--- src/rtl/rsp_pkg.sv ---
// Package: constants and types for the signal-strength PWM indicator
package rsp_pkg;

   // ----------------------------------------------------------------
   // Clock and timing
   // ----------------------------------------------------------------
   localparam int unsigned CLK_HZ          = 25_000_000;
   localparam int unsigned HOLD_STEP_MS    = 100;
   localparam int unsigned HOLD_STEP_CYC   = CLK_HZ / 1000 * HOLD_STEP_MS;
   localparam logic [7:0]  HOLD_STEPS_RST  = 8'h28;   // 40 steps, 4 s
   localparam logic [1:0]  PIN_CFG_PWM     = 2'h1;    // Setting 1 = PWM

   // ----------------------------------------------------------------
   // PWM period and duty thresholds (in counts of a 256 period)
   // ----------------------------------------------------------------
   localparam int unsigned PWM_W           = 8;
   // 79.39 %, 62.42 %, 45.45 % of 256, rounded up
   localparam logic [7:0]  DUTY_3LED       = 8'hcc;
   localparam logic [7:0]  DUTY_2LED       = 8'ha0;
   localparam logic [7:0]  DUTY_1LED       = 8'h75;
   localparam logic [7:0]  DUTY_SPAN       = 8'h2b;   // Band width
   localparam logic [7:0]  MARGIN_10DB     = 8'h0a;
   localparam logic [7:0]  MARGIN_20DB     = 8'h14;
   localparam logic [7:0]  MARGIN_30DB     = 8'h1e;
   localparam logic [7:0]  MARGIN_BAND     = 8'h0a;

   // ----------------------------------------------------------------
   // Carrier types
   // ----------------------------------------------------------------
   typedef struct packed {
      logic       valid;    // One-cycle pulse per packet
      logic [7:0] margin;   // Link margin in dB
   } rsp_rx_t;

   typedef enum logic [1:0] {
      RSP_IDLE = 2'b00,
      RSP_SHOW = 2'b01
   } rsp_state_t;

endpackage : rsp_pkg

--- src/rtl/rsp_indicator.sv ---
// Top: signal-strength PWM indicator with hold timer
//
// What this block does
// RULE1: PWM appears on the pin only while its setting equals one.
// RULE2: Each packet received while the setting equals one recomputes duty from margin and restarts the hold timer.
// RULE3: When the hold timer expires, PWM stops and the pin stays low.
// RULE4: Hold timer counts 100 ms steps, default 40 steps.
// RULE5: Margin bands 30, 20, 10 dB map to 79.39, 62.42, 45.45 % duty.
// RULE6: Free-running counter PWM, threshold loaded at period boundary.
`timescale 1ns/1ps
module rsp_indicator
   import rsp_pkg::*;
#(
   parameter int unsigned STEP_CYC = HOLD_STEP_CYC
)
(
   input  wire logic       mclk,
   input  wire logic       nrst,
   input  wire logic [1:0] strength_pin_config,
   input  wire logic [7:0] strength_hold_timer,
   input  wire rsp_rx_t    rx,
   output logic            io_line_ten,
   output logic            showing
);

   initial
   begin
      if (STEP_CYC < 1 || STEP_CYC > 16777215)
         $error("rsp_indicator: STEP_CYC out of range");
   end

   // ----------------------------------------------------------------
   // Margin to duty mapping
   // ----------------------------------------------------------------
   // Linear within each band, saturating at the top band
   function automatic logic [7:0] rsp_duty(input logic [7:0] m);
      logic [15:0] part;
      part = '0;
      if (m >= MARGIN_30DB)
         rsp_duty = DUTY_3LED + 8'((16'(m - MARGIN_30DB) * 16'(DUTY_SPAN)
                    / 16'(MARGIN_BAND)) > 16'h0033 ? 16'h0033
                    : (16'(m - MARGIN_30DB) * 16'(DUTY_SPAN)
                    / 16'(MARGIN_BAND)));
      else if (m >= MARGIN_20DB)
      begin
         part = 16'(m - MARGIN_20DB) * 16'(DUTY_SPAN) / 16'(MARGIN_BAND);
         rsp_duty = DUTY_2LED + part[7:0];
      end
      else if (m >= MARGIN_10DB)
      begin
         part = 16'(m - MARGIN_10DB) * 16'(DUTY_SPAN) / 16'(MARGIN_BAND);
         rsp_duty = DUTY_1LED + part[7:0];
      end
      else
      begin
         part = 16'(m) * 16'(DUTY_SPAN) / 16'(MARGIN_BAND);
         rsp_duty = DUTY_1LED - DUTY_SPAN + part[7:0];
      end
   endfunction : rsp_duty

   // ----------------------------------------------------------------
   // Decode
   // ----------------------------------------------------------------
   wire enabled = (strength_pin_config == PIN_CFG_PWM);     // RULE1
   wire pkt     = rx.valid && enabled;

   rsp_state_t  state_q;
   rsp_state_t  state_d;
   logic [7:0]  duty_q;
   logic [7:0]  steps_q;
   logic [23:0] tick_q;
   wire         tick    = (tick_q == 24'(STEP_CYC - 1));
   wire         expired = (state_q == RSP_SHOW) && tick
                          && (steps_q <= 8'h01);

   // Next state: packet wins over expiry in the same cycle
   always_comb
   begin
      state_d = state_q;
      case (state_q)
         RSP_IDLE:
            if (pkt && strength_hold_timer != 8'h00)
               state_d = RSP_SHOW;
         RSP_SHOW:
            if (!enabled)
               state_d = RSP_IDLE;
            else if (pkt)
               state_d = (strength_hold_timer != 8'h00) ? RSP_SHOW
                                                         : RSP_IDLE;
            else if (expired)
               state_d = RSP_IDLE;                    // RULE3
         default:
            state_d = RSP_IDLE;
      endcase
   end

   // ----------------------------------------------------------------
   // State and duty
   // ----------------------------------------------------------------
   always_ff @(posedge mclk or negedge nrst)
   begin
      if (!nrst)
      begin
         state_q <= RSP_IDLE;
         duty_q  <= '0;
      end
      else
      begin
         state_q <= state_d;
         if (pkt)
            duty_q <= rsp_duty(rx.margin);          // RULE2 RULE5
      end
   end

   // ----------------------------------------------------------------
   // Hold timer: 100 ms tick prescaler and step counter
   // ----------------------------------------------------------------
   always_ff @(posedge mclk or negedge nrst)
   begin
      if (!nrst)
      begin
         tick_q  <= '0;
         steps_q <= HOLD_STEPS_RST;                  // RULE4
      end
      else if (pkt)
      begin
         tick_q  <= '0;                              // RULE2
         steps_q <= strength_hold_timer;             // RULE2
      end
      else if (state_q == RSP_SHOW)
      begin
         tick_q <= tick ? '0 : tick_q + 24'h000001;   // RULE4
         if (tick && steps_q != 8'h00)
            steps_q <= steps_q - 8'h01;
      end
      else
         tick_q <= '0;
   end

   // ----------------------------------------------------------------
   // PWM generator
   // ----------------------------------------------------------------
   logic pwm_raw;

   rsp_pwm_core #(
      .W    (PWM_W)
   ) u_pwm (
      .mclk (mclk),
      .nrst (nrst),
      .run  (state_q == RSP_SHOW),
      .duty (duty_q),
      .pwm  (pwm_raw)
   );

   // Pin low whenever disabled or timer expired
   assign io_line_ten = pwm_raw && enabled;          // RULE1 RULE3
   assign showing     = (state_q == RSP_SHOW);

endmodule : rsp_indicator

--- src/rtl/rsp_pwm_core.sv ---
// PWM core: free-running counter with period-aligned compare load
`timescale 1ns/1ps
module rsp_pwm_core
   import rsp_pkg::*;
#(
   parameter int unsigned W = PWM_W
)
(
   input  wire logic         mclk,
   input  wire logic         nrst,
   input  wire logic         run,
   input  wire logic [W-1:0] duty,
   output logic              pwm
);

   initial
   begin
      if (W < 2 || W > 16)
         $error("rsp_pwm_core: W out of range");
   end

   logic [W-1:0] cnt_q;
   logic [W-1:0] cmp_q;
   logic         pwm_q;
   wire          wrap = (cnt_q == {W{1'b1}});

   // ----------------------------------------------------------------
   // Counter, threshold and output
   // ----------------------------------------------------------------
   // Threshold changes only at wrap, so duty updates cause no runt pulses; run changing mid-period still cuts a pulse
   always_ff @(posedge mclk or negedge nrst)
   begin
      if (!nrst)
      begin
         cnt_q <= '0;
         cmp_q <= '0;
         pwm_q <= 1'b0;
      end
      else
      begin
         cnt_q <= cnt_q + 1'b1;                  // RULE6
         if (wrap)
            cmp_q <= duty;                       // RULE6
         pwm_q <= run && (cnt_q < cmp_q);
      end
   end

   assign pwm = pwm_q;

endmodule : rsp_pwm_core

--- config.mk ---
export PLATFORM = sky130hd
export DESIGN_NAME = rsp_indicator
export DESIGN_NICKNAME = d
export VERILOG_FILES = /design/src/rtl/rsp_pkg.sv /design/src/rtl/rsp_indicator.sv /design/src/rtl/rsp_pwm_core.sv
export SDC_FILE = /design/constraint.sdc
export NUM_CORES = 1
export LEC_CHECK = 0
export BUFFER_PORTS_ARGS = -buffer_cell sky130_fd_sc_hd__buf_4
export CORE_MARGIN = 2
export CORE_UTILIZATION = 30
export DETAILED_ROUTE_END_ITERATION = 7
export GPL_ROUTABILITY_DRIVEN = 0
export PLACE_DENSITY = 0.43
export SYNTH_ARGS = -nofsm -noshare
export SYNTH_HDL_FRONTEND = slang
export SYNTH_SLANG_ARGS = --single-unit
export TNS_END_PERCENT = 10
--- constraint.sdc ---
create_clock -name mclk -period 4.07 [get_ports mclk]
set_clock_uncertainty 0.15 [all_clocks]
set_input_delay 0.6105 -clock mclk [delete_from_list [all_inputs] [get_ports mclk]]
set_output_delay 0.6105 -clock mclk [all_outputs]
set_load 0.01 [all_outputs]
==> results.cfg, run 1 <==
[run_status]
status = finished, violations left
violations = negative setup slack

[synth]
yosysTopAreaCell = ha_1
synth.top_cell.area_share = 0.140
synth-edff-count = 0
synthDistinctLibCells = 109
synthesis.nets = 2162
ys_seq_area_frac = 0.101
synth.most_common_cell = inv_1
ys_ff_latch = 58
synth_ff_type = dfrtp_1
synth.top_cells.by_area = ha_1 14%, dfrtp_1 9.7%, fa_1 6.9%
synth_warnings = 0
syn_inst = 1930
avgSynthCellArea_sq_um = 7.47
synth-async-reset-ratio = 1.00
synthesis.area_sq_um = 14400
synthTopCellsByCount = 184 x inv_1, 162 x nor2_1, 161 x ha_1

[layout]
multi_input_area_sq_um = 12700
syn_to_final_growth_pct = 46.0
fin_util = 0.443
fin_nets = 2774
fillers = 4808
fin_area_sq_um = 21000
drive_gt1_frac = 0.339
num_antenna_cells = 0
seq_area_sq_um = 1450

[hold_path]
hp-class = primary input to async pin

[placement]
dpl_worst_slack_ps = -5700
io_buffers = 22
dp_hpwl_microns = 38700
place_area_sq_um = 20200

[timing]
worst_pin_slew_ps = 910
hold_viol = 0
setup_violations = 8
fin_ws_ps = -5340
max_slew_margin = 0.391
slew_violations = 0
holdWs_ps = 191
rsz0062_at_grt = yes
period_share = 2.31
post-route-min-period_ps = 9410
max_freq_mhz = 106

[setup_path]
crit_type = primary input to flip-flop
crit_slowest_cell = or4_4
arrival_ps = 9500
cpPeakStageDelay_ps = 550
worstPathRequired_ps = 4170
critPathMaxFanout = 7
path_common_cell = buf_4
cp-end-kind = flip-flop
start_kind = primary input

[detailed_routing]
avgRoutedWirePerCell_microns = 14.5
drt_iter0_markers = 858
wirelength_microns = 45900
ant_nets = 0
vias_per_cell = 5.16
vias = 16325
drc_errors = 0
dr.pass1.iters = 7

[global_route]
overflow = 0
grt_pass1_vias = 16110
grt_use_total = 0.182
grt_max_degree = 59
grt_pass1_wl_microns = 77300
antenna_found_initial = 0

[run]
maxCapViolCount = 0

[clock_tree]
cts_made_buffers = 9
clk_latency_ps = 320
cts_buffer_depth = 2
ctsRootBufferMaster = clkbuf_16
hold_buffers = 0
ctsHtreeMaxLevel = 3
clkSinkCount = 58
cts_tree = done
clk_pin_slew_ps = 60

[floorplan]
die_w_microns = 223
io_pins = 23
dieArea_sq_um = 49800
die_height_microns = 223
num_rows = 80
coreArea_sq_um = 47500
initial_utilization = 0.303
[timing repair]
| item | CTS | global route |
|---|---|---|
| endpoints found under the setup margin | 8 | 8 |
| setup buffers | 5 | 14 |
| pin swaps | 17 | 29 |
| gates resized for setup | 41 | 40 |
[flip-flops by register name, summed over array words and instances (netlist names)]
register / cells
tick_q: 24
duty_q: 8
steps_q: 8
u_pwm.cmp_q: 8
u_pwm.cnt_q: 8
state_q: 1
u_pwm.pwm: 1
[worst max-delay path: cells and delay by family]
| family | cells | cell delay, ps |
|---|---|---|
| AO/OA/AOI/OAI | 15 | 2950 |
| AND/OR/NAND/NOR | 10 | 2580 |
| adder cells (fa/ha/maj) | 7 | 1990 |
| buffers and inverters | 10 | 1160 |
| XOR/XNOR | 1 | 190 |
[cells in the final DEF, fill, tap and decap left out, types with 18 or more instances in the layout]
master	Yosys	final
a21oi_1	98	93
a211oi_1	31	24
nor2_1	162	154
dfrtp_1	56	56
o21ai_0	108	96
nand4_1	24	24
nor2b_1	23	23
mux2i_1	18	18
nor4_1	31	24
o21a_1	23	22
and2_1	19	19
buf_4	0	667
ha_1	161	148
nand3_1	69	67
or3_1	23	20
o211ai_1	29	29
a21o_1	21	21
xnor2_1	91	87
nand2_1	153	148
and3_1	23	22
inv_1	184	174
xor2_1	49	46
a31oi_1	20	19
fa_1	50	50
nor3_1	67	62
[routing by layer]
metal	wire length [microns]	up-vias	part of all wire	track usage
met2	22000	197	0.48	0.321
met1	22600	7766	0.49	0.251
met3	982	20	0.021	0.0129
li1	-	8342	-	-
met4	232	0	0.0051	0.0195
met5	0	-	0	0
[worst paths after layout]
path	start	slack, ps	end	cells after the start
setup / recovery	rx[5]	-5340	duty_q[6]	43
hold / removal	nrst	190	tick_q[16]	1
setup reg to reg	tick_q[0]	1600	tick_q[17]	5
hold reg to reg	u_pwm.cnt_q[0]	320	u_pwm.cnt_q[0]	1
max in group asynchronous	nrst	3070	u_pwm.cmp_q[3]	1
min in group mclk	u_pwm.cnt_q[0]	320	u_pwm.cnt_q[0]	1
[area by class of cell]
| class | count | area share |
|---|---|---|
| clock buffer | 12 | 0.0117 |
| clock inverter | 4 | 0.00357 |
| inverter | 186 | 0.0343 |
| multi-input combinational | 1619 | 0.606 |
| sequential | 58 | 0.0691 |
| tap | 615 | 0.0366 |
| timing repair buffer | 668 | 0.239 |
[cells by family after synthesis]
group / share of synthesized area
buf+inv: 0.0661
mux: 0.0187
fa+ha+maj: 0.213
xor+xnor: 0.0894
simple gates: 0.234
compound gates: 0.278
flops: 0.101
[through the flow]
| stage | instances | setup TNS, ps |
|---|---|---|
| 2_1_floorplan | 1930 | -39950 |
| 3_3_place_gp | 3127 | -43870 |
| 3_5_place_dp | 3127 | -44410 |
| 4_1_cts | 3148 | -40680 |
| 5_1_grt | 3162 | -44170 |
| 6_report | 3162 | -41060 |
Power of run 1 is left out: the tool's default activity adds up to more than one toggle a clock period on the data nets, which glitch-free logic cannot reach.
==> inputs of run 2 (changes only) <==
CTS_CLUSTER_DIAMETER = 80   (was unset)
clock period = 9.93 ns   (was 4.07 ns; I/O delays follow)
==> run 2 against run 1 <==
  * The flow still finishes with violations (negative setup slack)
  * Setup slack better by 4800 ps
  * Critical path depth stayed put
  * Critical endpoint is now duty_q[1]
  * Flip-flop and latch count stayed put
==> results.cfg, run 2 (synthesis gave the netlist of run 1 again) <==
[layout]
drive_gt1_frac = 0.280
multi_input_area_sq_um = 12700
final_common_cell = buf_4
syn_to_final_growth_pct = 35.4
fin_nets = 2579
most-common-layout-cells = 471 x buf_4, 174 x inv_1, 155 x nor2_1
largest_reg_flops = 24
regMostFlops = tick_q
fin_cells = 2967
num_antenna_cells = 0
fillers = 4821
seq_area_sq_um = 1450

[setup_path]
critPathMaxFanout = 7
cp-end-kind = flip-flop
start_kind = primary input
r2r_setup_slack_ps = 7480
worstPathRequired_ps = 10000
cpPeakStageDelay_ps = 550
crit_slowest_cell = or4_4
crit_type = primary input to flip-flop
path_common_cell = buf_4
arrival_ps = 10560

[clock_tree]
clk_pin_slew_ps = 50
cts_buffer_depth = 2
cts_made_buffers = 9
ctsRootBufferMaster = clkbuf_16
ctsHtreeMaxLevel = 3
clk_latency_ps = 320
hold_buffers = 0
cts_tree = done
clkSinkCount = 58

[run]
maxCapViolCount = 0

[placement]
dp.cells = 2934
io_buffers = 22
dp_hpwl_microns = 36700

[global_route]
grt_use_total = 0.174
grt_max_degree = 59
overflow = 0
grt_pass1_wl_microns = 74000
grt_pass1_vias = 14913
antenna_found_initial = 0

[floorplan]
die_w_microns = 223
dieArea_sq_um = 49800
coreArea_sq_um = 47500
die_height_microns = 223
io_pins = 23
num_rows = 80
initial_utilization = 0.303

[detailed_routing]
vias = 15689
vias_per_cell = 5.29
dr.pass1.iters = 5
ant_nets = 0
avgRoutedWirePerCell_microns = 15.0
drc_errors = 0
wirelength_microns = 44600
drt_iter0_markers = 1075

[timing]
rsz0062_at_grt = yes
max_freq_mhz = 95.3
post-route-min-period_ps = 10490
fin_ws_ps = -564
worst_pin_slew_ps = 1000
period_share = 1.06
slew_violations = 0
hold_viol = 0
setup_violations = 7
max_slew_margin = 0.330

[run_status]
violations = negative setup slack
status = finished, violations left

[hold_path]
hp-class = flip-flop to flip-flop
[run 2: cell types whose count changed in the layout (fill, tap and decap cells not counted), sizes merged]
cell | before | now
clkinvlp | 7 | 5
clkbuf | 12 | 13
buf | 668 | 473
bufinv | 2 | 0
clkinv | 1 | 4
[run 2: layout make-up]
class | count | share of cell area
multi-input combinational | 1619 | 0.653
tap | 615 | 0.0394
inverter | 186 | 0.0370
clock inverter | 3 | 0.000769
sequential | 58 | 0.0745
clock buffer | 13 | 0.0128
timing repair buffer | 473 | 0.183
[run 2: through the flow]
stage / setup WS, ps / area (sq um) / setup TNS [ps] / utilization / hold slack, ps
after floorplan: -210 / 14800 / -997 / - / 288
after global placement: -851 / 18800 / -5400 / 0.394 / 309
after detailed placement: -974 / 18800 / -5600 / 0.394 / 317
after CTS: -433 / 19200 / -2040 / 0.405 / 330
after global routing: -914 / 19500 / -5610 / 0.410 / 361
final: -564 / 19500 / -2460 / 0.410 / 320
[run 2: path summary, 6_finish.rpt]
kind / cells past startpoint / endpoint / startpoint
min in group asynchronous: 1 / tick_q[13] / nrst
max in group asynchronous: 1 / u_pwm.cnt_q[1] / nrst
min: 1 / u_pwm.cnt_q[0] / u_pwm.cnt_q[0]
max reg2reg: 5 / tick_q[12] / tick_q[0]
max: 43 / duty_q[1] / rx[5]
min reg2reg: 1 / u_pwm.cnt_q[0] / u_pwm.cnt_q[0]
[run 2: per-layer routing]
layer  track usage  vias up  routed length, microns
li1              -     7937                       -
met2         0.300      266                   21000
met5             0        -                       0
met4        0.0204        0                     335
met1         0.245     7454                   22000
met3        0.0117       32                    1180
[run 2: worst max-delay path, delay by kind of cell]
family | cells | cell delay [ps]
AOI/OAI and AO/OA | 17 | 3260
adders and majority gates | 7 | 2140
and+or+nand+nor | 9 | 2580
buffers and inverters | 10 | 1080
[run 2: timing repair]
item,4_1_cts,5_1_grt
resized for setup,29,48
pin swaps,14,30
endpoints found under the setup margin,7,8
buffers inserted,8,9
Power of run 2 is left out for the same reason.
==> inputs of run 3 (changes only) <==
clock period = 12.6 ns   (was 9.93 ns; I/O delays follow)
==> run 3 against run 2 <==
  * The flow now finishes without violations
  * Core utilization is 7.8 points lower
  * Flip-flop and latch count did not move
  * Critical path depth down 3
  * Design area is 19% lower
  * Count of clock-buffer cells in the layout shrank 3
  * Global-route usage shrank 0.93 points
  * Setup slack gained 1200 ps
  * Sequential share of layout area is 1.7 points higher
  * Critical endpoint is now duty_q[6]
==> results.cfg, run 3 (synthesis gave the netlist of run 1 again) <==
[setup_path]
r2r_setup_slack_ps = 10150
reg2reg_from = tick_q[0]
crit_type = primary input to flip-flop
critPathMaxFanout = 10
path_common_cell = ha_1
cpPeakStageDelay_ps = 530
crit_slowest_cell = or4_4
cp-end-kind = flip-flop
r2r-end = tick_q[13]
arrival_ps = 12030
reg2reg_depth = 5
start_kind = primary input
worstPathRequired_ps = 12700

[clock_tree]
clk_latency_ps = 330
clk_pin_slew_ps = 60
cts_made_buffers = 9
ctsHtreeMaxLevel = 3
postCtsSetupBuffers = 0
clkSinkCount = 58
ctsRootBufferMaster = clkbuf_16
cts_buffer_depth = 2
cts_tree = done

[layout]
syn_to_final_growth_pct = 9.69
regMostFlops = tick_q
most-common-layout-cells = 184 x inv_1, 161 x nor2_1, 161 x ha_1
largest_reg_flops = 24
fin_nets = 2177
num_antenna_cells = 0
final_common_cell = inv_1
drive_gt1_frac = 0.0815

[placement]
io_buffers = 22
dp_hpwl_microns = 33500
dpl_worst_slack_ps = 152

[detailed_routing]
drc_errors = 0
wl_met2_microns = 19300
wirelength_microns = 41500
top_layer = met4
avgRoutedWirePerCell_microns = 16.2
drt_iter0_markers = 1071
wl_met1_microns = 20400
ant_nets = 0
vias_per_cell = 5.54
dr.pass1.iters = 5
vias = 14200
wl_met3_microns = 1360

[run]
maxCapViolCount = 0

[hold_path]
hp-start = u_pwm.cnt_q[0]
hp-class = flip-flop to flip-flop
hold_depth = 1
hold_path_end = u_pwm.cnt_q[0]

[floorplan]
die_w_microns = 223
die_height_microns = 223
dieArea_sq_um = 49800
num_rows = 80
initial_utilization = 0.303
coreArea_sq_um = 47500
io_pins = 23

[timing]
post-route-min-period_ps = 11920
setup_violations = 0
max_freq_mhz = 83.9
hold_viol = 0
slew_violations = 0
rsz0062_at_grt = yes
fin_ws_ps = 677
max_slew_margin = 0.357
period_share = 0.946
worst_pin_slew_ps = 958

[global_route]
antenna_found_initial = 0
overflow = 0
grt_pass1_vias = 13494
grt_pass1_wl_microns = 69300
grt_use_total = 0.165
grt_max_degree = 59

[run_status]
status = complete, no violations
## run 3: cell types whose count changed in the layout (fill, tap and decap cells not counted), moves of 6 or more
| cell | previous run | this run |
|---|---|---|
| ha_1 | 147 | 161 |
| o21ai_0 | 99 | 107 |
| buf_4 | 471 | 71 |
| inv_1 | 174 | 184 |
| ha_4 | 11 | 0 |
| nor2_1 | 155 | 161 |
| a211oi_1 | 23 | 30 |
## run 3: worst max-delay path, delay by kind of cell
kind	cells	cell delay [ps]
xor gates and xnor gates	1	170
and+or+nand+nor	12	3210
buffers and inverters	5	630
adders and majority gates	7	2350
AOI/OAI and AO/OA	15	3760
## run 3: worst max path at each step
stage | to | slack [ps] | start | depth (start not counted)
floorplan | duty_q[6] | 1130 | rx[4] | 40
detailed placement | duty_q[6] | 150 | rx[5] | 40
global placement | duty_q[6] | 350 | rx[2] | 40
CTS | duty_q[6] | 470 | rx[5] | 40
finish | duty_q[6] | 680 | rx[5] | 40
global route | duty_q[6] | -60 | rx[5] | 41
## run 3: area by class of cell
type                    instances  area [sq um]
fillers                      5110         31700
multi-input cells            1619         12100
flip-flops and latches         58          1450
well taps                     615           769
inverters                     186           698
repair buffers                 71           533
clock buffers                  10           239
clock inverters                 6          41.3
## run 3: routing by layer
layer | global-route usage | vias to the layer above
met2 | 0.279 | 262
met4 | 0.0258 | 0
met1 | 0.230 | 6766
met3 | 0.0174 | 42
li1 | - | 7130
met5 | 0 | -
## run 3: metrics by stage
step                      hold slack (ps)  cell area, sq um   util  setup TNS, ps  cells
after floorplan                       288             14400      -              0   1930
final                                 318             15800  0.333              0   2565
after CTS                             327             15700  0.331              0   2565
after detailed placement              319             15500  0.325              0   2549
after global routing                  345             15800  0.333          -73.2   2565
after global placement                315             15500  0.325              0   2549
## run 3: timing repair
action,4_1_cts,5_1_grt
hold buffers,0,0
setup endpoints to repair,0,6
gates resized for setup,0,10
Power of run 3 is left out for the same reason.
